===== src/pkg/global_config_flags_pkg.sv =====
package config_flags_pkg;
  localparam logic [6:0]  ADDR_GLOBAL_CONFIG = 7'h00;
  localparam logic [7:0]  WRITE_ADDR_FLAG    = 8'h80;
  localparam int          REG_WIDTH          = 17;
  localparam logic [16:0] RESET_VALUE        = 17'h00000;
  localparam int          BIT_ANALOG_SCALE   = 0;
  localparam int          BIT_INT_RSENSE     = 1;
  localparam int          BIT_VPWM_EN        = 2;
  localparam int          BIT_ENC_COMM       = 3;
  localparam int          BIT_DIR_INVERT     = 4;
  localparam int          BIT_A_ERROR        = 5;
  localparam int          BIT_A_OTPW         = 6;
  localparam int          BIT_A_STEP         = 7;
  localparam int          BIT_B_STALL        = 8;
  localparam int          BIT_B_INDEX        = 9;
  localparam int          BIT_B_ONSTATE      = 10;
  localparam int          BIT_B_SKIP         = 11;
endpackage


===== src/core/global_config_diag_select.sv =====
`timescale 1ns/10ps
module global_config_diag_select (
  input  wire logic        clk_i,
  input  wire logic        rst_i,
  input  wire logic        wr_valid_i,
  input  wire logic [7:0]  wr_addr_i,
  input  wire logic [16:0] wr_data_i,
  input  wire logic [6:0]  rd_addr_i,
  output logic      [16:0] rd_data_o,
  input  wire logic        step_dir_mode_select_i,
  input  wire logic        overtemp_flag_i,
  input  wire logic        short_to_ground_flag_i,
  input  wire logic        pump_undervoltage_flag_i,
  input  wire logic        overtemp_warning_i,
  input  wire logic        interrupt_i,
  input  wire logic        step_i,
  input  wire logic        stall_i,
  input  wire logic        position_compare_i,
  input  wire logic        direction_i,
  input  wire logic [9:0]  table_position_i,
  input  wire logic        chopper_on_second_half_i,
  input  wire logic        skip_increment_i,
  output logic             use_analog_reference_o,
  output logic             use_internal_sense_o,
  output logic             vpwm_chopper_enable_o,
  output logic             encoder_commutation_o,
  output logic             motor_direction_o,
  output logic             fault_pin_a_o,
  output logic             fault_pin_b_o
);

  logic [16:0] global_config_flags_q;
  logic        skip_toggle_q;
  logic        pin_a_d;
  logic        pin_b_d;
  logic        sd;
  logic [7:0]  write_addr;
  logic        write_hit;
  logic        driver_error;
  logic        index_hit;

  assign sd = step_dir_mode_select_i;

  // Write address carries the write flag on top of the register address
  assign write_addr = config_flags_pkg::WRITE_ADDR_FLAG | {1'b0, config_flags_pkg::ADDR_GLOBAL_CONFIG};
  assign write_hit  = wr_valid_i && (wr_addr_i == write_addr);

  // Any of the three driver errors
  assign driver_error = overtemp_flag_i || short_to_ground_flag_i || pump_undervoltage_flag_i;
  assign index_hit    = (table_position_i == 10'h000);

  always_ff @(posedge clk_i)
  begin
    if (rst_i)
      global_config_flags_q <= config_flags_pkg::RESET_VALUE;
    else if (write_hit)
      global_config_flags_q <= wr_data_i;
  end

  always_ff @(posedge clk_i)
  begin
    if (rst_i)
      rd_data_o <= 17'h00000;
    else if (rd_addr_i == config_flags_pkg::ADDR_GLOBAL_CONFIG)
      rd_data_o <= global_config_flags_q;
    else
      rd_data_o <= 17'h00000;
  end

  // Configuration copies towards the analog, chopper and encoder blocks; motor direction is direction_i XOR bit 4
  always_ff @(posedge clk_i)
  begin
    if (rst_i)
      use_analog_reference_o <= 1'b0;
    else
      use_analog_reference_o <= global_config_flags_q[config_flags_pkg::BIT_ANALOG_SCALE];
  end

  always_ff @(posedge clk_i)
  begin
    if (rst_i)
      use_internal_sense_o <= 1'b0;
    else
      use_internal_sense_o <= global_config_flags_q[config_flags_pkg::BIT_INT_RSENSE];
  end

  always_ff @(posedge clk_i)
  begin
    if (rst_i)
      vpwm_chopper_enable_o <= 1'b0;
    else
      vpwm_chopper_enable_o <= global_config_flags_q[config_flags_pkg::BIT_VPWM_EN];
  end

  always_ff @(posedge clk_i)
  begin
    if (rst_i)
      encoder_commutation_o <= 1'b0;
    else
      encoder_commutation_o <= global_config_flags_q[config_flags_pkg::BIT_ENC_COMM];
  end

  always_ff @(posedge clk_i)
  begin
    if (rst_i)
      motor_direction_o <= 1'b0;
    else
      motor_direction_o <= direction_i ^ global_config_flags_q[config_flags_pkg::BIT_DIR_INVERT];
  end

  // Skip toggle, only counts in step/dir mode with option set
  always_ff @(posedge clk_i)
  begin
    if (rst_i)
      skip_toggle_q <= 1'b0;
    else if (sd && global_config_flags_q[config_flags_pkg::BIT_B_SKIP] && skip_increment_i)
      skip_toggle_q <= ~skip_toggle_q;
  end

  // Pin A source: fault events in step/dir mode, motion signals otherwise
  always_comb
  begin
    pin_a_d = 1'b0;
    if (sd)
    begin
      // Only step/dir options count here
      if (global_config_flags_q[config_flags_pkg::BIT_A_ERROR] && driver_error)
        pin_a_d = 1'b1;
      if (global_config_flags_q[config_flags_pkg::BIT_A_OTPW] && overtemp_warning_i)
        pin_a_d = 1'b1;
    end
    else
    begin
      // Motion mode ignores bits 5 and 6
      if (global_config_flags_q[config_flags_pkg::BIT_A_STEP])
        pin_a_d = step_i;
      else
        pin_a_d = interrupt_i;
    end
  end

  // Pin B source; bit 8 means stall in step/dir mode, direction otherwise
  always_comb
  begin
    pin_b_d = 1'b0;
    if (sd)
    begin
      if (global_config_flags_q[config_flags_pkg::BIT_B_STALL] && stall_i)
        pin_b_d = 1'b1;
      if (global_config_flags_q[config_flags_pkg::BIT_B_INDEX] && index_hit)
        pin_b_d = 1'b1;
      if (global_config_flags_q[config_flags_pkg::BIT_B_ONSTATE] && chopper_on_second_half_i)
        pin_b_d = 1'b1;
      if (global_config_flags_q[config_flags_pkg::BIT_B_SKIP])
        pin_b_d = pin_b_d | skip_toggle_q;
    end
    else
    begin
      // Motion mode ignores bits 9 to 11
      if (global_config_flags_q[config_flags_pkg::BIT_B_STALL])
        pin_b_d = direction_i;
      else
        pin_b_d = position_compare_i;
    end
  end

  // Logical high means asserted; pin A shows asserted while reset lasts
  always_ff @(posedge clk_i)
  begin
    if (rst_i)
      fault_pin_a_o <= 1'b1;
    else
      fault_pin_a_o <= pin_a_d;
  end

  always_ff @(posedge clk_i)
  begin
    if (rst_i)
      fault_pin_b_o <= 1'b0;
    else
      fault_pin_b_o <= pin_b_d;
  end

  // Reset behaviour
  a_reset_clears: assert property (@(posedge clk_i)
    rst_i |=> global_config_flags_q == 17'h00000)
    else $error("config not cleared by reset");
  a_pin_a_reset: assert property (@(posedge clk_i)
    rst_i |=> fault_pin_a_o)
    else $error("pin a not asserted in reset");
  a_pin_b_reset: assert property (@(posedge clk_i)
    rst_i |=> !fault_pin_b_o)
    else $error("pin b not cleared by reset");
  a_cfg_reset: assert property (@(posedge clk_i)
    rst_i |=> !(use_analog_reference_o || use_internal_sense_o || vpwm_chopper_enable_o ||
                encoder_commutation_o || motor_direction_o))
    else $error("config outputs not cleared by reset");
  a_rd_reset: assert property (@(posedge clk_i)
    rst_i |=> rd_data_o == 17'h00000)
    else $error("read data not cleared by reset");
  a_skip_reset: assert property (@(posedge clk_i)
    rst_i |=> !skip_toggle_q)
    else $error("skip toggle not cleared by reset");

  // Register writes and reads
  a_write_stores: assert property (@(posedge clk_i) disable iff (rst_i)
    (wr_valid_i && wr_addr_i == 8'h80) |=> global_config_flags_q == $past(wr_data_i))
    else $error("write not stored");
  a_write_ignored: assert property (@(posedge clk_i) disable iff (rst_i)
    !(wr_valid_i && wr_addr_i == 8'h80) |=> global_config_flags_q == $past(global_config_flags_q))
    else $error("register changed without write");
  a_read_back: assert property (@(posedge clk_i) disable iff (rst_i)
    (rd_addr_i == 7'h00) |=> rd_data_o == $past(global_config_flags_q))
    else $error("read data wrong");
  a_read_other: assert property (@(posedge clk_i) disable iff (rst_i)
    (rd_addr_i != 7'h00) |=> rd_data_o == 17'h00000)
    else $error("unmapped read not zero");

  // Configuration copies
  a_analog_ref: assert property (@(posedge clk_i) disable iff (rst_i)
    1'b1 |=> use_analog_reference_o == $past(global_config_flags_q[0]))
    else $error("analog reference select wrong");
  a_int_sense: assert property (@(posedge clk_i) disable iff (rst_i)
    1'b1 |=> use_internal_sense_o == $past(global_config_flags_q[1]))
    else $error("internal sense select wrong");
  a_pwm_enable: assert property (@(posedge clk_i) disable iff (rst_i)
    1'b1 |=> vpwm_chopper_enable_o == $past(global_config_flags_q[2]))
    else $error("pwm enable not following");
  a_enc_follow: assert property (@(posedge clk_i) disable iff (rst_i)
    1'b1 |=> encoder_commutation_o == $past(global_config_flags_q[3]))
    else $error("encoder commutation not following");
  a_dir_invert: assert property (@(posedge clk_i) disable iff (rst_i)
    1'b1 |=> motor_direction_o == ($past(direction_i) ^ $past(global_config_flags_q[4])))
    else $error("direction invert wrong");

  // Pin A
  a_pin_a_error: assert property (@(posedge clk_i) disable iff (rst_i)
    (sd && global_config_flags_q[5] && overtemp_flag_i) |=> fault_pin_a_o)
    else $error("pin a missed overtemperature");
  a_pin_a_short: assert property (@(posedge clk_i) disable iff (rst_i)
    (sd && global_config_flags_q[5] && short_to_ground_flag_i) |=> fault_pin_a_o)
    else $error("pin a missed short to ground");
  a_pin_a_pump: assert property (@(posedge clk_i) disable iff (rst_i)
    (sd && global_config_flags_q[5] && pump_undervoltage_flag_i) |=> fault_pin_a_o)
    else $error("pin a missed pump undervoltage");
  a_pin_a_otpw: assert property (@(posedge clk_i) disable iff (rst_i)
    (sd && global_config_flags_q[6] && overtemp_warning_i) |=> fault_pin_a_o)
    else $error("pin a missed warning");
  a_pin_a_idle: assert property (@(posedge clk_i) disable iff (rst_i)
    (sd && !global_config_flags_q[5] && !global_config_flags_q[6]) |=> !fault_pin_a_o)
    else $error("pin a active without option");
  a_ignore_inactive: assert property (@(posedge clk_i) disable iff (rst_i)
    (sd && global_config_flags_q[11:5] == 7'h04) |=> !fault_pin_a_o)
    else $error("inactive option drove pin a");
  a_pin_a_step: assert property (@(posedge clk_i) disable iff (rst_i)
    (!sd && global_config_flags_q[7]) |=> fault_pin_a_o == $past(step_i))
    else $error("pin a step path wrong");
  a_pin_a_irq: assert property (@(posedge clk_i) disable iff (rst_i)
    (!sd && !global_config_flags_q[7]) |=> fault_pin_a_o == $past(interrupt_i))
    else $error("pin a interrupt path wrong");

  // Pin B
  a_pin_b_stall: assert property (@(posedge clk_i) disable iff (rst_i)
    (sd && global_config_flags_q[8] && stall_i) |=> fault_pin_b_o)
    else $error("pin b missed stall");
  a_pin_b_index: assert property (@(posedge clk_i) disable iff (rst_i)
    (sd && global_config_flags_q[9] && table_position_i == 10'h000) |=> fault_pin_b_o)
    else $error("pin b missed index");
  a_pin_b_onstate: assert property (@(posedge clk_i) disable iff (rst_i)
    (sd && global_config_flags_q[10] && chopper_on_second_half_i) |=> fault_pin_b_o)
    else $error("pin b missed chopper on state");
  a_pin_b_idle: assert property (@(posedge clk_i) disable iff (rst_i)
    (sd && global_config_flags_q[11:8] == 4'h0) |=> !fault_pin_b_o)
    else $error("pin b active without option");
  a_pin_b_dir: assert property (@(posedge clk_i) disable iff (rst_i)
    !sd |=> fault_pin_b_o ==
      ($past(global_config_flags_q[8]) ? $past(direction_i) : $past(position_compare_i)))
    else $error("pin b motion path wrong");
  a_skip_toggle: assert property (@(posedge clk_i) disable iff (rst_i)
    (sd && global_config_flags_q[11] && skip_increment_i) |=> skip_toggle_q != $past(skip_toggle_q))
    else $error("skip toggle missing");
  a_skip_hold: assert property (@(posedge clk_i) disable iff (rst_i)
    !(sd && global_config_flags_q[11] && skip_increment_i) |=> skip_toggle_q == $past(skip_toggle_q))
    else $error("skip toggle moved without increment");
  a_skip_out: assert property (@(posedge clk_i) disable iff (rst_i)
    (sd && global_config_flags_q[11:8] == 4'h8) |=> fault_pin_b_o == $past(skip_toggle_q))
    else $error("pin b not showing skip toggle");

  c_write: cover property (@(posedge clk_i) wr_valid_i && wr_addr_i == 8'h80);
  c_err_pin: cover property (@(posedge clk_i) sd && fault_pin_a_o);
  c_skip: cover property (@(posedge clk_i) sd && global_config_flags_q[11] && skip_increment_i);
  c_motion: cover property (@(posedge clk_i) !sd && global_config_flags_q[8] && fault_pin_b_o);
  c_index: cover property (@(posedge clk_i) sd && global_config_flags_q[9] && fault_pin_b_o);

endmodule


===== config.mk =====
export PLATFORM = sky130hd
export DESIGN_NAME = global_config_diag_select
export DESIGN_NICKNAME = d
export VERILOG_FILES = /design/src/pkg/global_config_flags_pkg.sv /design/src/core/global_config_diag_select.sv
export SDC_FILE = /design/constraint.sdc
export NUM_CORES = 1
export LEC_CHECK = 0
export BUFFER_PORTS_ARGS = -buffer_cell sky130_fd_sc_hd__buf_2
export CAP_MARGIN = 20
export CORE_MARGIN = 8
export CORE_UTILIZATION = 40
export CTS_BUF_LIST = sky130_fd_sc_hd__clkbuf_4
export CTS_CLUSTER_SIZE = 25
export DETAILED_ROUTE_END_ITERATION = 16
export MAX_ROUTING_LAYER = met4
export PLACE_DENSITY = 0.72
export SYNTH_ARGS = -nofsm -noshare
export SYNTH_HDL_FRONTEND = slang
export SYNTH_SLANG_ARGS = --single-unit

===== constraint.sdc =====
create_clock -name clk_i -period 1.4 [get_ports clk_i]
set_input_delay 0.28 -clock clk_i [delete_from_list [all_inputs] [get_ports clk_i]]
set_output_delay 0.28 -clock clk_i [all_outputs]
set_load 0.03 [all_outputs]

==> results.ini, run 1 <==
[detailed_routing]
via_per_inst=4.471
vias=1243
drtIter0Drc=43
ant_nets=0
routedWlPerCell_um=12.40
routed_wl_mm=3.448
drc=0
dr.pass1.iters=4

[timing]
tightest_slew_ns=0.3060
clock.fmax_mhz=884.0
tns_ns=0
finClkSkew_ns=0.002300
final.period_utilization_pct=80.80
rsz0062_at_grt=false
finalCriticalPeriod_ns=1.131
slew_violations=0
setup_violations=0
hold_viol=0
maxSlewHeadroom_pct=79.60

[floorplan]
die_width_um=78.93
core-area_um2=3914
start_util_pct=40.47
die_h_um=78.93
num_io_pins=81
dieArea_um2=6230
fp-row-count=23

[critical_path]
path_cells=buf_2
cp_top_family=flip-flops
reg2reg_from=global_config_flags_q[9]
max_stage_delay_ns=0.33
r2r_end=fault_pin_b_o
reg2regPathDepth=3
worstPathRequired_ns=1.12
critical_path.max_fanout=1
path_buf_inv=1
cp.arrival_ns=0.85
regToRegSetupSlack_ns=0.33
cp-start-kind=flip-flop
slowest_stage=dfxtp_1
critPathKind=flip-flop to output port
cp-end-kind=output port

[power]
max-vdd-ir-drop_mv=0.4928
p_leak_nw=0.9722
power_density_nw_per_um2=905.7

[worst_hold_path]
whs_path_depth=3
hold_path_end=global_config_flags_q[6]
hold_path_class=input port to flip-flop
hold_path.startpoint=wr_data_i[6]

[logic_synthesis]
synth_warnings=0
syn_area_per_cell_um2=11.08
synth_area_um2=1584
syn_inst=143
ys_seq_area_share_pct=53.08
netlist-cell-type-count=28
ys_seq_elements=42
syn_nets=200

[layout]
layout_common_cells=80 x buf_2, 42 x dfxtp_1, 26 x nand2b_1
area_growth_pct=33.65
n_antenna_cell=0
drive_gt1_share_pct=50.00
reg.largest.list=global_config_flags_q x17, rd_data_o x17
final_common_cell=buf_2
final_nets=285
fin_cells=278

[clock_network]
tritoncts=done
clock_latency_ns=0.33
cts_made_buffers=5
max-clock-path-buffers=2
cts_setup_buffers=0
holdBufCountCts=0
cts_root_buf=clkbuf_4
cts.clk_slew.worst_paths_ns=0.11
cts_resized=0
h-tree-depth=2
cts_sinks=42

[global_routing]
antenna_found_initial=0
gr-total-overflow=0
grt_pass1_vias=1239
grt_pass1_wl_mm=5.595
grtUsageTotal_pct=11.44
grt_max_degree=39

[placement]
io_buffer_count=80
dp_cells=271
globalplace.congestion=0.7100
dp_hpwl_mm=2.732

[status]
status=complete, no violations

[job]
max_cap_viol_count=0

logic make-up after synthesis:
family | synth area share (%)
simple gates | 28.44
compound gates | 3.477
buf+inv | 2.843
xor+xnor | 1.106
mux | 11.06
flops | 53.08
worst min-delay path, cell delays in order:
cell and delay (ns):
buf_2 0.09, nand2b_1 0.05, mux2i_1 0.06
worst max-delay path by stage:
| stage | from | depth (start not counted) | to | slack [ns] |
|---|---|---|---|---|
| 2_1_floorplan | wr_addr_i[2] | 4 | global_config_flags_q[0] | 0.1 |
| 3_3_place_gp | wr_addr_i[2] | 5 | global_config_flags_q[3] | -0.03 |
| 3_5_place_dp | wr_addr_i[2] | 5 | global_config_flags_q[0] | -0.08 |
| 4_1_cts | rd_data_o[5] | 1 | rd_data_o[5] | 0.24 |
| 5_1_grt | global_config_flags_q[9] | 3 | fault_pin_b_o | 0.19 |
| 6_report | rd_data_o[4] | 1 | rd_data_o[4] | 0.27 |
synthesized netlist by cell type (all sizes together):
cell type,instances,area share [%]
buf,3,1.9
xnor2,1,0.55
nor4,2,0.79
xor2,1,0.55
nand2b,26,10
a21boi,1,0.47
nor4b,1,0.55
a21o,1,0.47
clkbuf,4,0.95
mux2,4,2.8
nand2,1,0.24
and4,1,0.55
a311oi,1,0.55
and2,17,7.9
o31ai,1,0.47
nand3,3,0.95
nor3,2,0.63
mux2i,13,8.2
nor2,3,1.2
nor2b,10,3.9
a211o,1,0.55
a211oi,1,0.47
or4,2,1.4
dfxtp,42,53
a22oi,1,0.47
layout make-up:
| type | count | area, µm² |
|---|---|---|
| Multi-Input combinational cell | 94 | 698.2 |
| Timing Repair Buffer | 85 | 462.9 |
| Fill cell | 399 | 1797 |
| Sequential cell | 42 | 840.8 |
| Clock buffer | 7 | 52.55 |
| Tap cell | 50 | 62.56 |
metal layers:
layer  vias to the layer above  GRT usage, %  share of wire [%]
li1                        643             -                  -
met1                       554         11.99                 41
met2                        41         18.89                 50
met3                         5         4.628                7.2
met4                         0         4.444                1.6
met5                         -             -                  0
metrics by stage:
stage / hold slack [ns] / worst slack (ns) / instance area (µm²) / util [%] / power [mW]
after floorplan: 0.4168 / 0.09797 / 1584 / - / 1.290
after global placement: 0.4387 / -0.02706 / 2064 / 52.75 / 1.379
after detailed placement: 0.4440 / -0.08023 / 2064 / 52.75 / 1.382
after CTS: 0.1811 / 0.2399 / 2117 / 54.09 / 1.951
after global routing: 0.1661 / 0.1876 / 2117 / 54.09 / 2.023
final: 0.1948 / 0.2688 / 2117 / 54.09 / 1.917
report_power, final:
| group | total [mW] | leakage (nW) | switching [mW] | internal [mW] |
|---|---|---|---|---|
| combinational | 0.151 | 0.601 | 0.0615 | 0.0892 |
| sequential | 1.20 | 0.339 | 0.00134 | 1.20 |
| clock | 0.566 | 0.0322 | 0.337 | 0.229 |
Note: power is estimated with default switching activity, not from simulation.
==> inputs of run 2 (changes only) <==
- clock period: 1.4 -> 1.2 ns (I/O delays scaled with it)
==> run 2 against run 1 <==
  * Register-to-register slack worse by 0.19 ns
  * Largest cell class unchanged
  * Power up 14%
  * Largest power group unchanged
  * Combinational power up 18%
  * First-iteration DRC count increased by 53%
  * Critical path type unchanged
  * Non-clock buffer count unchanged
  * Flip-flop and latch count is the same
  * Critical endpoint is now rd_data_o[5]
  * Global-route usage rose by 0.62 points
==> results.ini, run 2 (same netlist as run 1, synthesis figures left out) <==
[critical_path]
critical_path.max_fanout=1
reg2reg_from=global_config_flags_q[9]
r2r_end=fault_pin_b_o
reg2regPathDepth=3
cp_top_family=flip-flops
cp-end-kind=output port
cp-start-kind=flip-flop
critPathKind=flip-flop to output port
regToRegSetupSlack_ns=0.14
max_stage_delay_ns=0.35
cp.arrival_ns=0.89
path_cells=buf_2
worstPathRequired_ns=0.96
worst-path-stages=1
slowest_stage=dfxtp_1
path_buf_inv=1

[layout]
final_common_cell=buf_2
final_nets=285
drive_gt1_share_pct=49.78
area_growth_pct=34.28
reg.largest.list=global_config_flags_q x17, rd_data_o x17
layout_common_cells=80 x buf_2, 42 x dfxtp_1, 26 x nand2b_1
fill_cells=397
fin_cells=277
n_antenna_cell=0

[timing]
final.period_utilization_pct=94.39
hold_slack_ns=0.1430
setup_violations=0
maxSlewHeadroom_pct=79.65
rsz0062_at_grt=false
tightest_slew_ns=0.3053
finClkSkew_ns=0.004285
setup_ws_ns=0.06730
finalCriticalPeriod_ns=1.133
slew_violations=0
clock.fmax_mhz=882.8
hold_viol=0

[clock_network]
cts_made_buffers=5
max-clock-path-buffers=2
cts_sinks=42
tritoncts=done
clock_latency_ns=0.34
h-tree-depth=2
cts.clk_slew.worst_paths_ns=0.11
cts_setup_buffers=0
cts_root_buf=clkbuf_4

[worst_hold_path]
hold_path.startpoint=wr_data_i[16]
whs_path_depth=3
hold_path_class=input port to flip-flop
hold_path_end=global_config_flags_q[16]

[global_routing]
antenna_found_initial=0
grt_pass1_vias=1305
grtUsageTotal_pct=12.06
grt_pass1_wl_mm=5.747
grt_max_degree=39
gr-total-overflow=0

[floorplan]
die_h_um=78.93
num_io_pins=81
die_width_um=78.93
core-area_um2=3914
dieArea_um2=6230
start_util_pct=40.47
fp-row-count=23

[detailed_routing]
drtIter0Drc=66
dr.pass1.iters=4
drc=0
vias=1258
routedWlPerCell_um=12.90
routed_wl_mm=3.574
via_per_inst=4.542
ant_nets=0

[status]
status=complete, no violations

[placement]
io_buffer_count=80
globalplace.congestion=0.7416
dp_cells=271
place_ws_ns=-0.1738
dp_hpwl_mm=2.818

[job]
max_cap_viol_count=0

[power]
max-vdd-ir-drop_mv=0.5188
power_density_nw_per_um2=1027
p_leak_nw=0.9686

==> run 2: changes by cell type in the layout (fill, tap and decap cells not counted), sizes merged <==
| cell | previous run | this run |
|---|---|---|
| clkbuf | 7 | 5 |
| clkinv | 0 | 1 |
==> run 2: worst max-delay path by stage <==
stage,start,endpoint,slack (ns)
floorplan,rd_addr_i[5],rd_data_o[13],-0.03
global placement,wr_addr_i[6],global_config_flags_q[0],-0.16
detailed placement,wr_addr_i[6],global_config_flags_q[0],-0.17
CTS,rd_data_o[5],rd_data_o[5],0.05
global route,rd_data_o[5],rd_data_o[5],0.01
finish,rd_data_o[5],rd_data_o[5],0.07
==> run 2: metrics by stage <==
step	power [mW]	setup TNS (ns)	util [%]	cell area, µm²
after detailed placement	1.614	-4.974	53.13	2079
after CTS	2.216	0	54.19	2121
final	2.183	0	54.35	2127
after global placement	1.610	-4.602	53.13	2079
after global routing	2.301	0	54.35	2127
after floorplan	1.505	-0.4759	-	1603
==> run 2: layout make-up <==
cell class | instances | area [µm²] | share of cell area, %
Clock buffer | 5 | 37.54 | 1.765
Multi-Input combinational cell | 94 | 719.4 | 33.82
Tap cell | 50 | 62.56 | 2.941
Timing Repair Buffer | 85 | 462.9 | 21.76
Clock inverter | 1 | 3.754 | 0.1765
Sequential cell | 42 | 840.8 | 39.53
==> run 2: power breakdown <==
part | leakage, nW | internal, mW | switching [mW]
clock | 0.0246 | 0.201 | 0.404
combinational | 0.605 | 0.105 | 0.0737
sequential | 0.339 | 1.40 | 0.00136
total | 0.969 | 1.70 | 0.479
==> run 2: routing by layer <==
metal	global-route usage (%)	share of wire [%]	vias up
li1	-	-	640
met1	12.36	40	571
met4	8.519	1.9	0
met5	-	0	-
met2	20.05	53	41
met3	2.822	4.9	6
==> run 2: worst min-delay path: cells and delay by family <==
kind | cells | cell delay, ns
mux | 1 | 0.06
simple gates | 1 | 0.05
buf+inv | 1 | 0.09
==> run 2: what timing repair did <==
| action | 4_1_cts | 5_1_grt |
|---|---|---|
| endpoints found under the setup margin | 0 | 1 |
| hold buffers | 0 | 0 |
| gates resized for setup | 0 | 1 |
